--- src/verilog/pmr_pkg.sv ---
// Package for the power-management and interrupt-message register block
package pmr_pkg;
    localparam logic [7:0] PMR_OFF_PM = 8'h44;
    localparam logic [7:0] PMR_OFF_MSI_CTRL = 8'h4c;
    localparam logic [7:0] PMR_OFF_MSI_ADDR = 8'h50;
    localparam logic [7:0] PMR_OFF_MSI_UADDR = 8'h54;
    localparam logic [7:0] PMR_OFF_MSI_DATA = 8'h58;
    localparam logic [7:0] PMR_OFF_IRQ_STAT = 8'h80;
    localparam logic [7:0] PMR_OFF_IRQ_MASK = 8'h84;
    localparam logic [7:0] PMR_OFF_LOAD = 8'h88;
    localparam logic [7:0] PMR_OFF_MSG_STAT = 8'h8c;
    localparam logic [1:0] PMR_STATE_D0 = 2'h0;
    localparam logic [1:0] PMR_STATE_D3 = 2'h3;
    localparam logic PMR_SKIP_RST_INIT = 1'b1;
    localparam logic [7:0] PMR_DATA_BYTE_INIT = 8'h00;
    localparam logic [7:0] PMR_CAP_ID = 8'h05;
    localparam logic [7:0] PMR_NEXT_PTR = 8'h64;
    localparam int PMR_PS_LSB = 0;
    localparam int PMR_SKIP_BIT = 3;
    localparam int PMR_PME_EN_BIT = 8;
    localparam int PMR_DSEL_LSB = 9;
    localparam int PMR_DATA_LSB = 24;
    localparam int PMR_MSI_EN_BIT = 16;
    localparam int PMR_MME_LSB = 20;
    localparam int PMR_A64_BIT = 23;
    localparam int PMR_RST_PULSE_NS = 100;
    localparam int PMR_CLK_NS = 20;
    localparam int PMR_RST_PULSE_CYC = (PMR_RST_PULSE_NS + PMR_CLK_NS - 1) / PMR_CLK_NS;
    localparam logic [1:0] PMR_RESP_OKAY = 2'h0;
    localparam logic [1:0] PMR_RESP_SLVERR = 2'h2;
    // Interrupt status bits
    localparam int PMR_EV_HOTRST = 0;
    localparam int PMR_EV_INTRST = 1;
    localparam int PMR_EV_MSGSENT = 2;
    localparam int PMR_NEV = 3;

    typedef struct packed {
        logic valid;
        logic [63:0] addr;
        logic [15:0] data;
    } pmr_msg_type;
endpackage

--- src/verilog/pmr_regs.sv ---
// Power-management and interrupt-message register block with AXI4-Lite slave
`timescale 1ns/1ps
// Behaviour
// Two-bit power state, reset D0
// Write D0 after D3 gives hot reset
// Skip flag set: no internal reset
// Skip flag clear: internal reset D3-to-D0
// Sticky PME enable permits event message
// PME status always reads zero
// Bus power bits hardwired zero
// Data byte read-only, reloadable default
// Capability identifier reads 05h
// Next pointer reads 64h
// MSI enable selects message or pin
// 64-bit capable flag reads one
// Message address bits 31:2 writable
// Upper address used for 64-bit messages
// Requests sent as message writes
module pmr_regs
    import pmr_pkg::*;
#(
    parameter int RST_CYC = PMR_RST_PULSE_CYC
)(
    input wire logic aclk,
    input wire logic aresetn,
    input wire logic sticky_resetn,
    input wire logic [31:0] s_axi_awaddr,
    input wire logic s_axi_awvalid,
    output logic s_axi_awready,
    input wire logic [31:0] s_axi_wdata,
    input wire logic [3:0] s_axi_wstrb,
    input wire logic s_axi_wvalid,
    output logic s_axi_wready,
    output logic [1:0] s_axi_bresp,
    output logic s_axi_bvalid,
    input wire logic s_axi_bready,
    input wire logic [31:0] s_axi_araddr,
    input wire logic s_axi_arvalid,
    output logic s_axi_arready,
    output logic [31:0] s_axi_rdata,
    output logic [1:0] s_axi_rresp,
    output logic s_axi_rvalid,
    input wire logic s_axi_rready,
    input wire logic service_req,
    output logic legacy_int_out,
    output pmr_pkg::pmr_msg_type msg_out,
    input wire logic msg_ready,
    output logic pme_permit,
    output logic hot_reset_out,
    output logic internal_reset_out,
    output logic downstream_reset_out,
    output logic irq
);
    import pmr_pkg::*;

    if (RST_CYC < 1 || RST_CYC > 255)
    begin : gen_rst_cyc_check
        $error("RST_CYC out of range");
    end

    logic [1:0] pstate_q;
    logic pme_en_q;
    logic [3:0] dsel_q;
    logic skip_rst_q;
    logic [7:0] data_byte_q;
    logic msi_en_q;
    logic [2:0] mme_q;
    logic [29:0] maddr_q;
    logic [31:0] uaddr_q;
    logic [15:0] mdata_q;
    logic [PMR_NEV-1:0] stat_q;
    logic [PMR_NEV-1:0] mask_q;
    logic [7:0] hot_cnt_q;
    logic [7:0] int_cnt_q;
    logic [31:0] awaddr_q;
    logic aw_full_q;
    logic [31:0] wdata_q;
    logic [3:0] wstrb_q;
    logic w_full_q;
    logic bvalid_q;
    logic [1:0] bresp_q;
    logic rvalid_q;
    logic [31:0] rdata_q;
    logic [1:0] rresp_q;
    pmr_msg_type msg_q;

    // Byte-lane merge of a write into an old value
    function automatic logic [31:0] lane_merge(input logic [31:0] old, input logic [31:0] nw,
        input logic [3:0] strb);
        logic [31:0] r;
        r = old;
        for (int i = 0; i < 4; i++)
        begin
            if (strb[i])
                r[i*8 +: 8] = nw[i*8 +: 8];
        end
        return r;
    endfunction

    function automatic logic known_addr(input logic [7:0] a);
        return a == PMR_OFF_PM || a == PMR_OFF_MSI_CTRL || a == PMR_OFF_MSI_ADDR
            || a == PMR_OFF_MSI_UADDR || a == PMR_OFF_MSI_DATA || a == PMR_OFF_IRQ_STAT
            || a == PMR_OFF_IRQ_MASK || a == PMR_OFF_LOAD || a == PMR_OFF_MSG_STAT;
    endfunction

    // Write channel acceptance
    wire aw_take = s_axi_awvalid && !aw_full_q;
    wire w_take = s_axi_wvalid && !w_full_q;
    wire do_write = aw_full_q && w_full_q && !bvalid_q;
    wire [7:0] wa = (awaddr_q[31:8] == 24'h0) ? awaddr_q[7:0] : 8'hff;
    wire wr_ok = known_addr(wa) && awaddr_q[1:0] == 2'h0;
    wire wr_pm = do_write && wr_ok && wa == PMR_OFF_PM;
    wire wr_ctl = do_write && wr_ok && wa == PMR_OFF_MSI_CTRL;
    wire wr_addr = do_write && wr_ok && wa == PMR_OFF_MSI_ADDR;
    wire wr_uaddr = do_write && wr_ok && wa == PMR_OFF_MSI_UADDR;
    wire wr_data = do_write && wr_ok && wa == PMR_OFF_MSI_DATA;
    wire wr_stat = do_write && wr_ok && wa == PMR_OFF_IRQ_STAT;
    wire wr_mask = do_write && wr_ok && wa == PMR_OFF_IRQ_MASK;
    wire wr_load = do_write && wr_ok && wa == PMR_OFF_LOAD;

    // hardwired zero bits
    wire [31:0] pm_word = {data_byte_q, 8'h00, 1'b0, 2'h0, dsel_q, pme_en_q,
        4'h0, skip_rst_q, 1'b0, pstate_q};
    // fixed capability header
    wire [31:0] ctl_word = {8'h00, 1'b1, mme_q, 3'h0, msi_en_q, PMR_NEXT_PTR, PMR_CAP_ID};
    wire [31:0] pm_new = lane_merge(pm_word, wdata_q, wstrb_q);
    wire [31:0] ctl_new = lane_merge(ctl_word, wdata_q, wstrb_q);
    wire [31:0] addr_new = lane_merge({maddr_q, 2'h0}, wdata_q, wstrb_q);
    wire [31:0] load_new = lane_merge({23'h0, skip_rst_q, data_byte_q}, wdata_q, wstrb_q);
    wire [31:0] data_new = lane_merge({16'h0, mdata_q}, wdata_q, wstrb_q);
    wire [1:0] ps_wr = pm_new[PMR_PS_LSB +: 2];
    wire leave_d3 = wr_pm && pstate_q == PMR_STATE_D3 && ps_wr == PMR_STATE_D0;
    wire [PMR_NEV-1:0] ev;
    wire a64 = uaddr_q != 32'h0;
    wire msg_go = msi_en_q && service_req && !msg_q.valid;
    wire [7:0] ra = (s_axi_araddr[31:8] == 24'h0) ? s_axi_araddr[7:0] : 8'hff;
    wire rd_ok = known_addr(ra) && s_axi_araddr[1:0] == 2'h0;
    logic [31:0] rd_mux;

    always_comb
    begin
        rd_mux = 32'h0;
        unique case (ra)
            PMR_OFF_PM: rd_mux = pm_word;
            PMR_OFF_MSI_CTRL: rd_mux = ctl_word;
            PMR_OFF_MSI_ADDR: rd_mux = {maddr_q, 2'h0};
            PMR_OFF_MSI_UADDR: rd_mux = uaddr_q;
            PMR_OFF_MSI_DATA: rd_mux = {16'h0, mdata_q};
            PMR_OFF_IRQ_STAT: rd_mux = {29'h0, stat_q};
            PMR_OFF_IRQ_MASK: rd_mux = {29'h0, mask_q};
            PMR_OFF_LOAD: rd_mux = {23'h0, skip_rst_q, data_byte_q};
            PMR_OFF_MSG_STAT: rd_mux = {31'h0, msg_q.valid};
            default: rd_mux = 32'h0;
        endcase
    end

    assign ev[PMR_EV_HOTRST] = leave_d3;
    assign ev[PMR_EV_INTRST] = leave_d3 && !skip_rst_q;
    assign ev[PMR_EV_MSGSENT] = msg_q.valid && msg_ready;

    // AXI4-Lite handshakes
    always_ff @(posedge aclk)
    begin
        if (!aresetn)
        begin
            aw_full_q <= 1'b0;
            w_full_q <= 1'b0;
            awaddr_q <= 32'h0;
            wdata_q <= 32'h0;
            wstrb_q <= 4'h0;
            bvalid_q <= 1'b0;
            bresp_q <= PMR_RESP_OKAY;
        end
        else
        begin
            if (aw_take)
            begin
                aw_full_q <= 1'b1;
                awaddr_q <= s_axi_awaddr;
            end
            if (w_take)
            begin
                w_full_q <= 1'b1;
                wdata_q <= s_axi_wdata;
                wstrb_q <= s_axi_wstrb;
            end
            if (do_write)
            begin
                aw_full_q <= 1'b0;
                w_full_q <= 1'b0;
                bvalid_q <= 1'b1;
                bresp_q <= wr_ok ? PMR_RESP_OKAY : PMR_RESP_SLVERR;
            end
            else if (bvalid_q && s_axi_bready)
                bvalid_q <= 1'b0;
        end
    end

    always_ff @(posedge aclk)
    begin
        if (!aresetn)
        begin
            rvalid_q <= 1'b0;
            rdata_q <= 32'h0;
            rresp_q <= PMR_RESP_OKAY;
        end
        else if (s_axi_arvalid && !rvalid_q)
        begin
            rvalid_q <= 1'b1;
            rdata_q <= rd_ok ? rd_mux : 32'h0;
            rresp_q <= rd_ok ? PMR_RESP_OKAY : PMR_RESP_SLVERR;
        end
        else if (rvalid_q && s_axi_rready)
            rvalid_q <= 1'b0;
    end

    // power state field
    always_ff @(posedge aclk)
    begin
        if (!aresetn)
        begin
            pstate_q <= PMR_STATE_D0;
            dsel_q <= 4'h0;
        end
        else if (wr_pm)
        begin
            pstate_q <= ps_wr;
            dsel_q <= pm_new[PMR_DSEL_LSB +: 4];
        end
    end

    // sticky enable survives port reset
    always_ff @(posedge aclk)
    begin
        if (!sticky_resetn)
            pme_en_q <= 1'b0;
        else if (wr_pm)
            pme_en_q <= pm_new[PMR_PME_EN_BIT];
    end

    // reloadable defaults, R8: data byte
    always_ff @(posedge aclk)
    begin
        if (!aresetn)
        begin
            skip_rst_q <= PMR_SKIP_RST_INIT;
            data_byte_q <= PMR_DATA_BYTE_INIT;
        end
        else if (wr_load)
        begin
            skip_rst_q <= load_new[8];
            data_byte_q <= load_new[7:0];
        end
    end

    // enable, R13: address, R14: upper half
    always_ff @(posedge aclk)
    begin
        if (!aresetn)
        begin
            msi_en_q <= 1'b0;
            mme_q <= 3'h0;
            maddr_q <= 30'h0;
            uaddr_q <= 32'h0;
            mdata_q <= 16'h0;
        end
        else
        begin
            if (wr_ctl)
            begin
                msi_en_q <= ctl_new[PMR_MSI_EN_BIT];
                mme_q <= ctl_new[PMR_MME_LSB +: 3];
            end
            if (wr_addr)
                maddr_q <= addr_new[31:2];
            if (wr_uaddr)
                uaddr_q <= lane_merge(uaddr_q, wdata_q, wstrb_q);
            if (wr_data)
                mdata_q <= data_new[15:0];
        end
    end

    // hot reset pulse, R4: internal reset pulse
    always_ff @(posedge aclk)
    begin
        if (!aresetn)
        begin
            hot_cnt_q <= 8'h0;
            int_cnt_q <= 8'h0;
        end
        else
        begin
            hot_cnt_q <= leave_d3 ? 8'(RST_CYC) : (hot_cnt_q != 8'h0 ? hot_cnt_q - 8'h1 : 8'h0);
            int_cnt_q <= ev[PMR_EV_INTRST] ? 8'(RST_CYC)
                : (int_cnt_q != 8'h0 ? int_cnt_q - 8'h1 : 8'h0);
        end
    end

    // message write of data to programmed address
    always_ff @(posedge aclk)
    begin
        if (!aresetn)
            msg_q <= '0;
        else if (msg_go)
        begin
            msg_q.valid <= 1'b1;
            msg_q.addr <= {a64 ? uaddr_q : 32'h0, maddr_q, 2'h0};
            msg_q.data <= mdata_q;
        end
        else if (msg_q.valid && msg_ready)
            msg_q.valid <= 1'b0;
    end

    // Sticky status, set beats write-one clear
    always_ff @(posedge aclk)
    begin
        if (!aresetn)
        begin
            stat_q <= '0;
            mask_q <= '0;
        end
        else
        begin
            stat_q <= (stat_q & ~(wr_stat ? wdata_q[PMR_NEV-1:0] : '0)) | ev;
            if (wr_mask)
                mask_q <= wdata_q[PMR_NEV-1:0];
        end
    end

    assign s_axi_awready = !aw_full_q;
    assign s_axi_wready = !w_full_q;
    assign s_axi_bvalid = bvalid_q;
    assign s_axi_bresp = bresp_q;
    assign s_axi_arready = !rvalid_q;
    assign s_axi_rvalid = rvalid_q;
    assign s_axi_rdata = rdata_q;
    assign s_axi_rresp = rresp_q;
    // pin only while messages are off
    assign legacy_int_out = service_req && !msi_en_q;
    assign msg_out = msg_q;
    assign pme_permit = pme_en_q;
    assign hot_reset_out = hot_cnt_q != 8'h0;
    // skip flag suppresses internal reset
    assign internal_reset_out = int_cnt_q != 8'h0;
    // downstream reset tied low, never asserted here
    assign downstream_reset_out = 1'b0;
    assign irq = |(stat_q & mask_q);

    // D3 to D0 write starts hot reset
    AST_HOTRST: assert property (@(posedge aclk) disable iff (!aresetn)
        leave_d3 |=> hot_reset_out && !downstream_reset_out)
        else $error("hot reset missing");
    AST_SKIP: assert property (@(posedge aclk) disable iff (!aresetn)
        (leave_d3 && skip_rst_q && !internal_reset_out) |=> !internal_reset_out)
        else $error("internal reset despite skip");
    AST_INTRST: assert property (@(posedge aclk) disable iff (!aresetn)
        (leave_d3 && !skip_rst_q) |=> internal_reset_out ##1 (internal_reset_out || RST_CYC == 1))
        else $error("internal reset missing");
    AST_PSTATE: assert property (@(posedge aclk) disable iff (!aresetn)
        wr_pm |=> pstate_q == $past(ps_wr))
        else $error("power state not stored");
    AST_PMERO: assert property (@(posedge aclk) disable iff (!aresetn)
        pm_word[15] == 1'b0 && pm_word[23:22] == 2'h0)
        else $error("hardwired bits nonzero");
    AST_CAPHDR: assert property (@(posedge aclk) disable iff (!aresetn)
        ctl_word[15:0] == 16'h6405 && ctl_word[PMR_A64_BIT])
        else $error("capability header wrong");
    AST_LEGACY: assert property (@(posedge aclk) disable iff (!aresetn)
        msi_en_q |-> !legacy_int_out && (!msg_go || service_req))
        else $error("pin used with messages on");
    AST_MSG: assert property (@(posedge aclk) disable iff (!aresetn)
        msg_go |=> msg_q.valid && msg_q.addr[31:0] == {$past(maddr_q), 2'h0}
            && msg_q.data == $past(mdata_q))
        else $error("message write wrong");
    AST_NOMSG: assert property (@(posedge aclk) disable iff (!aresetn)
        (!msi_en_q && !msg_q.valid) |=> !msg_q.valid)
        else $error("message sent while disabled");
endmodule

--- config.mk ---
export PLATFORM = sky130hd
export DESIGN_NAME = pmr_regs
export DESIGN_NICKNAME = d
export VERILOG_FILES = /design/src/verilog/pmr_pkg.sv /design/src/verilog/pmr_regs.sv
export SDC_FILE = /design/constraint.sdc
export NUM_CORES = 1
export LEC_CHECK = 0
export BUFFER_PORTS_ARGS = -buffer_cell sky130_fd_sc_hd__clkbuf_2
export CORE_MARGIN = 2
export CORE_UTILIZATION = 50
export CTS_CLUSTER_DIAMETER = 120
export CTS_CLUSTER_SIZE = 24
export DETAILED_ROUTE_END_ITERATION = 12
export PLACE_DENSITY = 0.85
export SYNTH_ARGS = -nofsm -noshare
export SYNTH_HDL_FRONTEND = slang
export SYNTH_SLANG_ARGS = --single-unit
--- constraint.sdc ---
create_clock -name aclk -period 2.1 [get_ports aclk]
set_input_delay 0.21 -clock aclk [delete_from_list [all_inputs] [get_ports aclk]]
set_output_delay 0.21 -clock aclk [all_outputs]
set_load 0.02 [all_outputs]
==> qor.yml, run 1 <==
status:
  status: "finished with violations"
  violations: "negative setup slack"
clock_network:
  clockBufferDepth: 3
  htree_num_levels: 1
  clock-root-buffer: "clkbuf_16"
  clkTransAtPathRegs_ns: 0.10
  cts_sinks: 305
  numCtsBuffers: 16
  insertion_delay_ns: 0.51
  cts_tree: "yes"
die:
  core_sq_mm: 0.0235
  io_pins: 238
  dieWidth_um: 159
  die-area_sq_mm: 0.0254
  chipHeight_um: 159
  rows: 56
  initial_utilization_pct: 51.2
setup_path:
  slowest_stage: "or4_4"
  slowest_delay_ns: 0.56
  cp.required_ns: 2.45
  r2r.worst_path.cells: 5
  r2r_end: "mme_q[1]"
  crit_chain: "or4b_1 -> or4_4 -> or4_4 -> mux2i_1 -> nor2_1"
  crit_arrival_ns: 2.60
  critPathCaptureType: "register"
  worstSetupStartpointType: "register"
  cp_max_fo: 4
  crit_top_cell: "or4_4"
  reg2reg_from: "awaddr_q[7]"
  r2r_slack_ns: -0.15
  crit_type: "register to register"
power:
  swShare_pct: 23.9
  pwr-share-clk_pct: 32.5
  p_seq_share_pct: 58.9
  internal-power_mw: 7.71
  combPwrFrac_pct: 8.6
  power_density_mw_per_mm2: 663
  p_leak_nw: 6.35
  irDropWorstVdd_v: 0.000498
  switching_power_mw: 2.42
yosys:
  ys.flop_type: "dfxtp_1"
  ys_ff_latch: 305
  synth_top_area_share_pct: 50.6
  yosysWarnings: 0
  synth_largest_area_cell: "dfxtp_1"
  yosysMostFrequentCell: "nand2_1"
  synthSimpleGateAreaFrac_pct: 22.5
  netlist_instances: 1406
  async_reset_ff_share_pct: 0
  synth_edf_count: 0
  ys_top_cells_by_count: "nand2_1, dfxtp_1, a21oi_1"
  synth-adder-area-share_pct: 0.415
  synth_area_sq_mm: 0.0121
  synth_compound_area_share_pct: 13.1
  synth_area_leaders: "dfxtp_1, nand2_1, mux2i_1, a21oi_1, nor2_1"
  synth.distinct_cells: 59
  seq_area_frac_synth_pct: 50.6
  avgSynthCellArea_sq_um: 8.58
  synth_mux_area_share_pct: 8.99
  synth_top_family_by_area: "simple AND/OR/NAND/NOR gates"
  synth_xor_area_share_pct: 0.799
place:
  hpwl_um: 24600
  port_buffers: 232
  post-place-ws_ns: -0.245
  gp_congestion: 0.959
  dp_cells: 1936
global_route:
  grt_overflow: 0
  gr-usage-all-layers_pct: 27.7
  grt_first_pass_wirelength_um: 57600
  grt_pass1_vias: 11017
  grt_start_max_net_pins: 244
  antenna_found_initial: 1
detailed_routing:
  drc: 0
  via_per_inst: 5.60
  drt_iter0_markers: 1017
  routedWlPerCell_um: 18.0
  dr.pass1.iters: 7
  wl_um: 36500
  vias: 11386
  ant_nets: 0
timing:
  fin_crit_sh_pct: 107
  period_needed_ns: 2.25
  rsz0062_at_grt: "true"
  setup_violations: 14
  hold_viol: 0
  tightest_slew_ns: 1.12
  fin_ws_ns: -0.150
  maxSlewViolCount: 0
  relSlewSlack_pct: 25.2
  skew_ns: 0.0173
  fmax_mhz: 445
  holdWs_ns: 0.0400
finish:
  nets: 1828
  nFillCells: 1877
  finalNonFillerCells: 2034
  multiInputGateArea_sq_mm: 0.00569
  drive_gt1_share_pct: 22.1
  syn_to_final_growth_pct: 26.7
  register_area_sq_mm: 0.00612
worst_hold_path:
  whs_endpoint: "s_axi_rdata[3]"
  holdPathStages: 4
  min_from: "s_axi_arvalid"
  hp-class: "input pin to register"
run:
  max_cap_violations: 0
==> power by group through the flow <==
| stage | sequential [mW] | clock, mW | combinational [mW] |
|---|---|---|---|
| floorplan | 6.08 | 0 | 0.411 |
| finish | 5.97 | 3.29 | 0.871 |
| CTS | 5.96 | 3.32 | 0.829 |
| global placement | 6.09 | 0 | 0.699 |
| global route | 5.98 | 3.55 | 0.931 |
| detailed placement | 6.09 | 0 | 0.712 |
==> placed cells by master, fill, tap and decap left out, drive strengths merged, types with 7 or more instances in the layout <==
| cell | count |
|---|---|
| nand2 | 359 |
| dfxtp | 305 |
| clkbuf | 249 |
| a21oi | 165 |
| nor2 | 140 |
| mux2i | 105 |
| dlygate4sd3 | 75 |
| buf | 73 |
| o21ai | 34 |
| nor4 | 25 |
| a22o | 18 |
| a22oi | 15 |
| inv | 14 |
| nor2b | 12 |
| nand3 | 10 |
| nand4 | 10 |
| xnor2 | 8 |
| a221oi | 8 |
| nand2b | 7 |
==> metal layers <==
layer	GRT usage, %	share of wire [%]
met1	35.0	41
met2	45.7	46
met3	4.85	8.1
met4	13.5	5.1
met5	0	0
==> cells by family (layout without fill, tap and decap cells) <==
kind of cell | Yosys count | count (layout)
simple gates | 601 | 601
flops | 305 | 305
compound gates | 269 | 269
mux | 108 | 108
buf+inv | 107 | 411
xor+xnor | 11 | 11
fa+ha+maj | 4 | 4
other cells | 1 | 6
==> worst max-delay path, delay by kind of cell (launching register included) <==
kind             cells  cell delay [ns]
AND/OR/NAND/NOR      4             1.58
flip-flops           1             0.33
multiplexers         1             0.18
==> cell type report <==
type                            count  share of cell area [%]
Sequential cell                   305                    40.0
Inverter                           13                   0.352
Tap cell                          319                    2.61
Timing Repair Buffer              380                    16.9
Multi-Input combinational cell    998                    37.3
Clock buffer                       17                    2.78
Antenna cell                        1                  0.0164
Clock inverter                      1                  0.0573
==> repair_timing <==
item | CTS | global route
pin swaps | 1 | 14
hold endpoints to repair | 74 | 0
buffers inserted | 1 | 5
hold buffers | 75 | 0
endpoints found under the setup margin | 15 | 83
gates resized for setup | 5 | 27
==> worst max path at each step <==
stage | start | cells after the start | end | slack, ns
global placement | awaddr_q[7] | 5 | mme_q[2] | -0.19
floorplan | awaddr_q[7] | 6 | msi_en_q | -0.008
CTS | awaddr_q[7] | 5 | mme_q[1] | -0.14
global route | awaddr_q[7] | 5 | mme_q[1] | -0.23
finish | awaddr_q[7] | 5 | mme_q[1] | -0.15
detailed placement | awaddr_q[7] | 5 | mme_q[1] | -0.25
==> sequential cells by signal, summed over array words and instances (netlist names), 16 cells and up <==
register and count:
wdata_q 32, awaddr_q 32, msg_out 79, s_axi_rdata 32, maddr_q 30, uaddr_q 32, mdata_q 16
==> stage by stage <==
| stage | util, % | setup TNS [ns] | instance area [sq um] | total power, mW |
|---|---|---|---|---|
| floorplan | - | -0.0334 | 12100 | 6.49 |
| global placement | 59.2 | -0.731 | 13900 | 6.79 |
| detailed placement | 59.2 | -1.18 | 13900 | 6.81 |
| CTS | 64.4 | -0.499 | 15200 | 10.1 |
| global route | 64.9 | -2.21 | 15300 | 10.5 |
| finish | 64.9 | -1.18 | 15300 | 10.1 |
Power figures use the tool's default switching activity.
==> inputs of run 2 (changes only) <==
--- a/config.mk
+++ b/config.mk
@@ -5,7 +5,9 @@
 export SDC_FILE = /design/constraint.sdc
 export NUM_CORES = 1
 export LEC_CHECK = 0
+export ABC_AREA = 1
 export BUFFER_PORTS_ARGS = -buffer_cell sky130_fd_sc_hd__clkbuf_2
+export CORE_ASPECT_RATIO = 0.75
 export CORE_MARGIN = 2
 export CORE_UTILIZATION = 50
 export CTS_CLUSTER_DIAMETER = 120
==> run 2 against run 1 <==
The flow still finishes with violations (negative setup slack). Clock skew is 0.00060 ns higher. Synthesized cell count is 26% higher. Utilization is 0.96 points higher. Power is 0.35% higher. Via count is 17% higher. Global-route usage is 1.1 points higher. Highest routed layer is now met5.
==> qor.yml, run 2 <==
yosys:
  avgSynthCellArea_sq_um: 7.09  # -17%
  synth_top_area_share_pct: 48.6  # -2.0 points
  synth_largest_area_cell: "dfxtp_1"
  ys.flop_type: "dfxtp_1"
  seq_area_frac_synth_pct: 48.6  # -2.0 points
  ys_ff_latch: 305  # unchanged
  synth_edf_count: 0  # unchanged
  synth.distinct_cells: 38  # -36%
  yosysWarnings: 0  # unchanged
  ys_top_cells_by_count: "nor2_1, nand2_1, dfxtp_1"
  synth_area_leaders: "dfxtp_1, nor2_1, nand2_1, o21ai_0, a21oi_1"
  yosysMostFrequentCell: "nor2_1"
  netlist_instances: 1772  # +26%
  synth_area_sq_mm: 0.0126  # +4.1%
  async_reset_ff_share_pct: 0  # unchanged
place:
  gp_congestion: 0.941  # -1.9%
  postPlaceCellArea_sq_mm: 0.0143  # +2.9%
  hpwl_um: 25500  # +3.4%
  post-place-ws_ns: -0.400  # -0.155 ns
  port_buffers: 232  # unchanged
setup_path:
  reg2reg_from: "awaddr_q[24]"
  slowest_delay_ns: 0.32  # -0.24 ns
  r2r_end: "uaddr_q[22]"
  worstSetupStartpointType: "register"
  cp_max_fo: 8  # +4
  slowest_stage: "dfxtp_1"
  crit_chain: "nor2_1 -> nand2_1 -> nor2_4 -> buf_4 -> buf_6 -> nand3_4 -> nor3_4 -> buf_4 -> o2111ai_4 -> nand3_4 -> clkbuf_16 -> nand4_4 -> nor2_1 -> nor2_1"
  r2r.worst_path.cells: 14  # +9
  crit_arrival_ns: 2.85  # +0.25 ns
  r2r_slack_ns: -0.35  # -0.20 ns
  crit_type: "register to register"
  critPathCaptureType: "register"
  cp.required_ns: 2.50  # +0.05 ns
  crit_top_cell: "nor2_1"
power:
  pwr-share-clk_pct: 32.6  # about the same
  swShare_pct: 24.5  # +0.63 points
  fin_total_pwr_mw: 10.2  # +0.35%
  combPwrFrac_pct: 7.9  # -0.7 points
  p_seq_share_pct: 59.4  # +0.5 points
  p_leak_nw: 7.92  # +25%
  internal-power_mw: 7.67  # -0.47%
  irDropWorstVdd_v: 0.000459  # -7.8%
  power_density_mw_per_mm2: 621  # -6.3%
  switching_power_mw: 2.49  # +3.0%
detailed_routing:
  wl_um: 41300  # +13%
  ant_nets: 0  # unchanged
  drt_iter0_markers: 1396  # +37%
  dr.pass1.iters: 6  # -1
  drc: 0  # unchanged
  via_per_inst: 5.47  # -2.2%
  routedWlPerCell_um: 17.0  # -5.4%
  vias: 13331  # +17%
global_route:
  grt_pass1_vias: 12106  # +9.9%
  grt_start_max_net_pins: 138  # -43%
  grt_first_pass_wirelength_um: 61600  # +7.0%
  antenna_found_initial: 2  # +1
  gr-usage-all-layers_pct: 28.8  # +1.1 points
  grt_overflow: 0  # unchanged
worst_hold_path:
  min_from: "s_axi_wstrb[1]"
  whs_endpoint: "wstrb_q[1]"
  holdPathStages: 3  # -1
  hp-class: "input pin to register"
timing:
  rsz0062_at_grt: "true"
  setup_violations: 121  # +107
  maxSlewViolCount: 0  # unchanged
  fmax_mhz: 408  # -8.2%
  hold_viol: 0  # unchanged
  relSlewSlack_pct: 23.9  # -1.3 points
  fin_ws_ns: -0.352  # -0.202 ns
  skew_ns: 0.0179  # +0.000600 ns
  tightest_slew_ns: 1.14  # +0.0193 ns
  period_needed_ns: 2.45  # +0.202 ns
  holdWs_ns: 0.00135  # -0.0386 ns
  fin_crit_sh_pct: 117  # +9.6 points
clock_network:
  cts_tree: "yes"
  cts_sinks: 305  # unchanged
  clkTransAtPathRegs_ns: 0.10  # about the same
  clockBufferDepth: 3  # unchanged
  htree_num_levels: 1  # unchanged
  numCtsBuffers: 16  # unchanged
  clock-root-buffer: "clkbuf_16"
  insertion_delay_ns: 0.51  # about the same
die:
  initial_utilization_pct: 50.6  # -0.66 points
  die-area_sq_mm: 0.0264  # +4.1%
  rows: 50  # -11%
  chipHeight_um: 141  # -11%
  dieWidth_um: 187  # +17%
  io_pins: 238  # unchanged
  core_sq_mm: 0.0248  # +5.5%
finish:
  syn_to_final_growth_pct: 30.2
  drive_gt1_share_pct: 22.9  # +0.84 points
  stdcell_area_sq_mm: 0.0164  # +7.1%
  largest_reg_flops: 79  # unchanged
  layout_commonest_cell: "nor2_1"
  nFillCells: 1907  # +1.6%
  final_util_pct: 65.8  # +0.96 points
  nets: 2210  # +21%
  most-common-layout-cells: "nor2_1, dfxtp_1, nand2_1"
status:
  violations: "negative setup slack"
  status: "finished with violations"
run:
  max_cap_violations: 0  # unchanged
==> run 2: repair_timing <==
item                       in CTS  in global routing
setup endpoints to repair     119                121
setup buffers                  23                  8
hold endpoints to repair       64                  1
gates resized for setup        85                 96
pin swaps                      28                 45
cloned                          5                  2
hold buffers                   64                  1
==> run 2: logic make-up (layout without fill, tap and decap cells) <==
group                    Yosys count  count (layout)  share of synthesized area, %
AO/OA/AOI/OAI                    353             353                          14.4
XOR/XNOR                          11              11                         0.767
adder cells (fa/ha/maj)            4               4                         0.399
buffers and inverters            249             565                          8.00
flip-flops                       305             305                          48.6
other                              1               6                        0.0299
AND/OR/NAND/NOR                  849             853                          27.8
==> run 2: worst max-delay path by stage <==
stage / startpoint / end / slack, ns / depth (start not counted)
floorplan: w_full_q / uaddr_q[0] / 0.02 / 9
global placement: awaddr_q[19] / maddr_q[23] / -0.19 / 14
detailed placement: awaddr_q[20] / int_cnt_q[6] / -0.40 / 12
CTS: awaddr_q[16] / uaddr_q[1] / -0.17 / 14
global route: awaddr_q[28] / maddr_q[22] / -0.48 / 16
finish: awaddr_q[24] / uaddr_q[22] / -0.35 / 14
==> run 2: power by group through the flow <==
stage | clock network, mW | registers (mW) | logic [mW]
floorplan | 0 | 6.11 | 0.351
global placement | 0 | 6.13 | 0.595
detailed placement | 0 | 6.14 | 0.608
CTS | 3.33 | 6.02 | 0.724
global route | 3.53 | 6.05 | 0.864
finish | 3.32 | 6.04 | 0.807
==> run 2: routing by layer <==
| metal | routed length [um] | share of wire, % | track usage [%] | vias to the layer above |
|---|---|---|---|---|
| met5 | 19 | 0.046 | 0 | - |
| met4 | 2130 | 5.1 | 11.7 | 2 |
| met3 | 4660 | 11 | 5.84 | 172 |
| met2 | 18500 | 45 | 46.6 | 845 |
| met1 | 16100 | 39 | 37.9 | 6038 |
| li1 | - | - | - | 6274 |
==> run 2: final cells by class <==
type	instances	area, sq um	area share [%]
Sequential cell	305	6110	37.4
Clock inverter	1	8.76	0.0536
Clock buffer	17	425	2.60
Timing Repair Buffer	388	2720	16.6
Inverter	159	606	3.70
Multi-Input combinational cell	1226	6050	37.0
Antenna cell	1	2.50	0.0153
Tap cell	338	423	2.59
==> run 2: through the flow <==
step           instances  TNS [ns]
6_report            2435    -28.71
5_1_grt             2435    -47.61
4_1_cts             2425    -11.46
3_5_place_dp        2323    -33.59
3_3_place_gp        2323    -12.85
2_1_floorplan       1776         0
==> run 2: critical path: cells and delay by family, from the launching register on <==
family                 cells  cell delay [ns]
DFF                        1             0.32
and+or+nand+nor            9             1.30
AOI/OAI and AO/OA          1             0.15
buffers and inverters      4             0.56
==> inputs of run 3 (changes only) <==
--- a/config.mk
+++ b/config.mk
@@ -10,10 +10,12 @@
 export CORE_ASPECT_RATIO = 0.75
 export CORE_MARGIN = 2
 export CORE_UTILIZATION = 50
+export CTS_BUF_LIST = sky130_fd_sc_hd__clkbuf_16
 export CTS_CLUSTER_DIAMETER = 120
 export CTS_CLUSTER_SIZE = 24
 export DETAILED_ROUTE_END_ITERATION = 12
 export PLACE_DENSITY = 0.85
+export SKIP_LAST_GASP = 1
 export SYNTH_ARGS = -nofsm -noshare
 export SYNTH_HDL_FRONTEND = slang
 export SYNTH_SLANG_ARGS = --single-unit
==> run 3 against run 2 <==
The run still ends with negative setup slack left. First-iteration DRC count up 6.8%. Global-route usage down 0.13 points. Flip-flop and latch count unchanged. Non-clock buffer count down 3. Via count down 0.82%. Largest power group unchanged.
==> qor.yml, run 3 (same netlist as run 2, synthesis figures left out) <==
status:
  status: "finished with violations"
  violations: "negative setup slack"
setup_path:
  crit_buf_inv: 2  # -2
  crit_type: "register to register"
  slowest_delay_ns: 0.33  # about the same
  cp.required_ns: 2.53  # +0.03 ns
  slowest_stage: "dfxtp_1"
  cp_max_fo: 8  # unchanged
  path_delay_family: "simple AND/OR/NAND/NOR gates"
  critPathCaptureType: "register"
  crit_chain: "nor2_1 -> nand2_1 -> nor2_4 -> inv_2 -> nor2_4 -> nand4_1 -> nor2_1 -> nor2_2 -> nand3_4 -> buf_12 -> nand4_4 -> nand2_1 -> nand2_1 -> nor2_1"
  worstSetupStartpointType: "register"
  crit_arrival_ns: 2.88  # +0.03 ns
timing:
  holdWs_ns: 0.00339  # +0.00204 ns
  hold_viol: 0  # unchanged
  setup_violations: 121  # unchanged
  setup_tns_ns: -26.65  # +2.05 ns
  rsz0062_at_grt: "true"
  fin_ws_ns: -0.352  # -0.000543 ns
  period_needed_ns: 2.45  # +0.000543 ns
  fmax_mhz: 408  # about the same
  tightest_slew_ns: 1.13  # -0.00753 ns
  fin_crit_sh_pct: 117  # about the same
  skew_ns: 0.0183  # +0.000387 ns
  relSlewSlack_pct: 24.4  # +0.50 points
  maxSlewViolCount: 0  # unchanged
place:
  dp_cells: 2323  # unchanged
  hpwl_um: 25500  # unchanged
  port_buffers: 232  # unchanged
  gp_congestion: 0.941  # unchanged
finish:
  largest_reg_flops: 79  # unchanged
  syn_to_final_growth_pct: 28.3
  nFillCells: 1960  # +2.8%
  finalNonFillerCells: 2432  # -0.12%
  nets: 2207  # -0.14%
  layout_commonest_cell: "nor2_1"
  drive_gt1_share_pct: 21.1  # -1.8 points
  most-common-layout-cells: "nor2_1, nand2_1, dfxtp_1"
global_route:
  grt_first_pass_wirelength_um: 61400  # -0.38%
  grt_pass1_vias: 12058  # -0.40%
  grt_overflow: 0  # unchanged
  grt_start_max_net_pins: 138  # unchanged
  gr-usage-all-layers_pct: 28.7  # -0.13 points
  antenna_found_initial: 2  # unchanged
clock_network:
  htree_num_levels: 1  # unchanged
  numCtsBuffers: 16  # unchanged
  clkTransAtPathRegs_ns: 0.10  # about the same
  cts_sinks: 305  # unchanged
  clock-root-buffer: "clkbuf_16"
  clockBufferDepth: 3  # unchanged
  cts_tree: "yes"
  insertion_delay_ns: 0.51  # about the same
power:
  fin_total_pwr_mw: 10.1  # -0.43%
  power_density_mw_per_mm2: 628  # +1.1%
  p_leak_nw: 7.87  # -0.60%
  irDropWorstVdd_v: 0.000462  # +0.60%
detailed_routing:
  wl_um: 40200  # -2.8%
  routedWlPerCell_um: 16.5  # -2.7%
  drt_iter0_markers: 1491  # +6.8%
  ant_nets: 0  # unchanged
  via_per_inst: 5.44  # -0.70%
  dr.pass1.iters: 8  # +2
  vias: 13222  # -0.82%
  drc: 0  # unchanged
die:
  dieWidth_um: 187  # unchanged
  io_pins: 238  # unchanged
  initial_utilization_pct: 50.6  # unchanged
  chipHeight_um: 141  # unchanged
  rows: 50  # unchanged
  die-area_sq_mm: 0.0264  # unchanged
  core_sq_mm: 0.0248  # unchanged
run:
  max_cap_violations: 0  # unchanged
worst_hold_path:
  hp-class: "input pin to register"
-- run 3: cell types whose count changed in the layout (fill, tap and decap cells not counted), moves of 4 or more --
cell	change
nand2_1	+21
nand2_2	-19
nor2_4	-6
nor2_1	+5
o21ai_2	-4
-- run 3: layout make-up --
| cell class | count | area [sq um] | share of cell area (%) |
|---|---|---|---|
| sequential | 305 | 6110 | 37.9 |
| timing repair buffer | 385 | 2670 | 16.6 |
| clock buffer | 17 | 425 | 2.64 |
| multi-input combinational | 1226 | 5880 | 36.5 |
| antenna | 1 | 2.50 | 0.0155 |
| clock inverter | 1 | 8.76 | 0.0544 |
| inverter | 159 | 597 | 3.70 |
| tap | 338 | 423 | 2.62 |
-- run 3: through the flow --
step	util [%]	instance area, sq um	setup WS, ns
5_1_grt	64.9	16100	-0.465
3_3_place_gp	57.8	14300	-0.194
4_1_cts	64.1	15900	-0.175
2_1_floorplan	-	12600	0.0193
3_5_place_dp	57.8	14300	-0.400
6_report	64.9	16100	-0.352
-- run 3: timing repair --
item / 4_1_cts / 5_1_grt
hold endpoints to repair: 64 / 1
pin swaps: 28 / 26
resized for setup: 78 / 41
cloned: 5 / 2
setup endpoints to repair: 119 / 121
hold buffers: 64 / 1
setup buffers: 23 / 4
-- run 3: power by group --
part	internal, mW	switching [mW]	total (mW)
combinational	0.296	0.476	0.772
sequential	5.90	0.136	6.03
clock	1.46	1.85	3.31
total	7.66	2.46	10.1
-- run 3: worst paths after layout --
kind | slack [ns] | end | start | depth (start not counted)
min | 0.003 | s_axi_rdata[0] | s_axi_araddr[1] | 4
min reg2reg | 0.47 | s_axi_rdata[23] | s_axi_rdata[23] | 2
max reg2reg | -0.35 | uaddr_q[22] | awaddr_q[31] | 14
max | -0.35 | uaddr_q[22] | awaddr_q[31] | 14
-- run 3: worst reg2reg max path, delay by kind of cell (launching register included) --
kind	cells	cell delay (ns)
AND/OR/NAND/NOR	12	1.84
flip-flops	1	0.33
buffers and inverters	2	0.21
-- run 3: layer usage --
metal	part of all wire, %	vias up	wire length [um]	GRT usage (%)
li1	-	6254	-	-
met1	39	6011	15600	37.9
met2	45	810	17900	46.2
met3	12	145	4720	5.71
met4	4.8	2	1930	11.9
met5	0.047	-	19	0
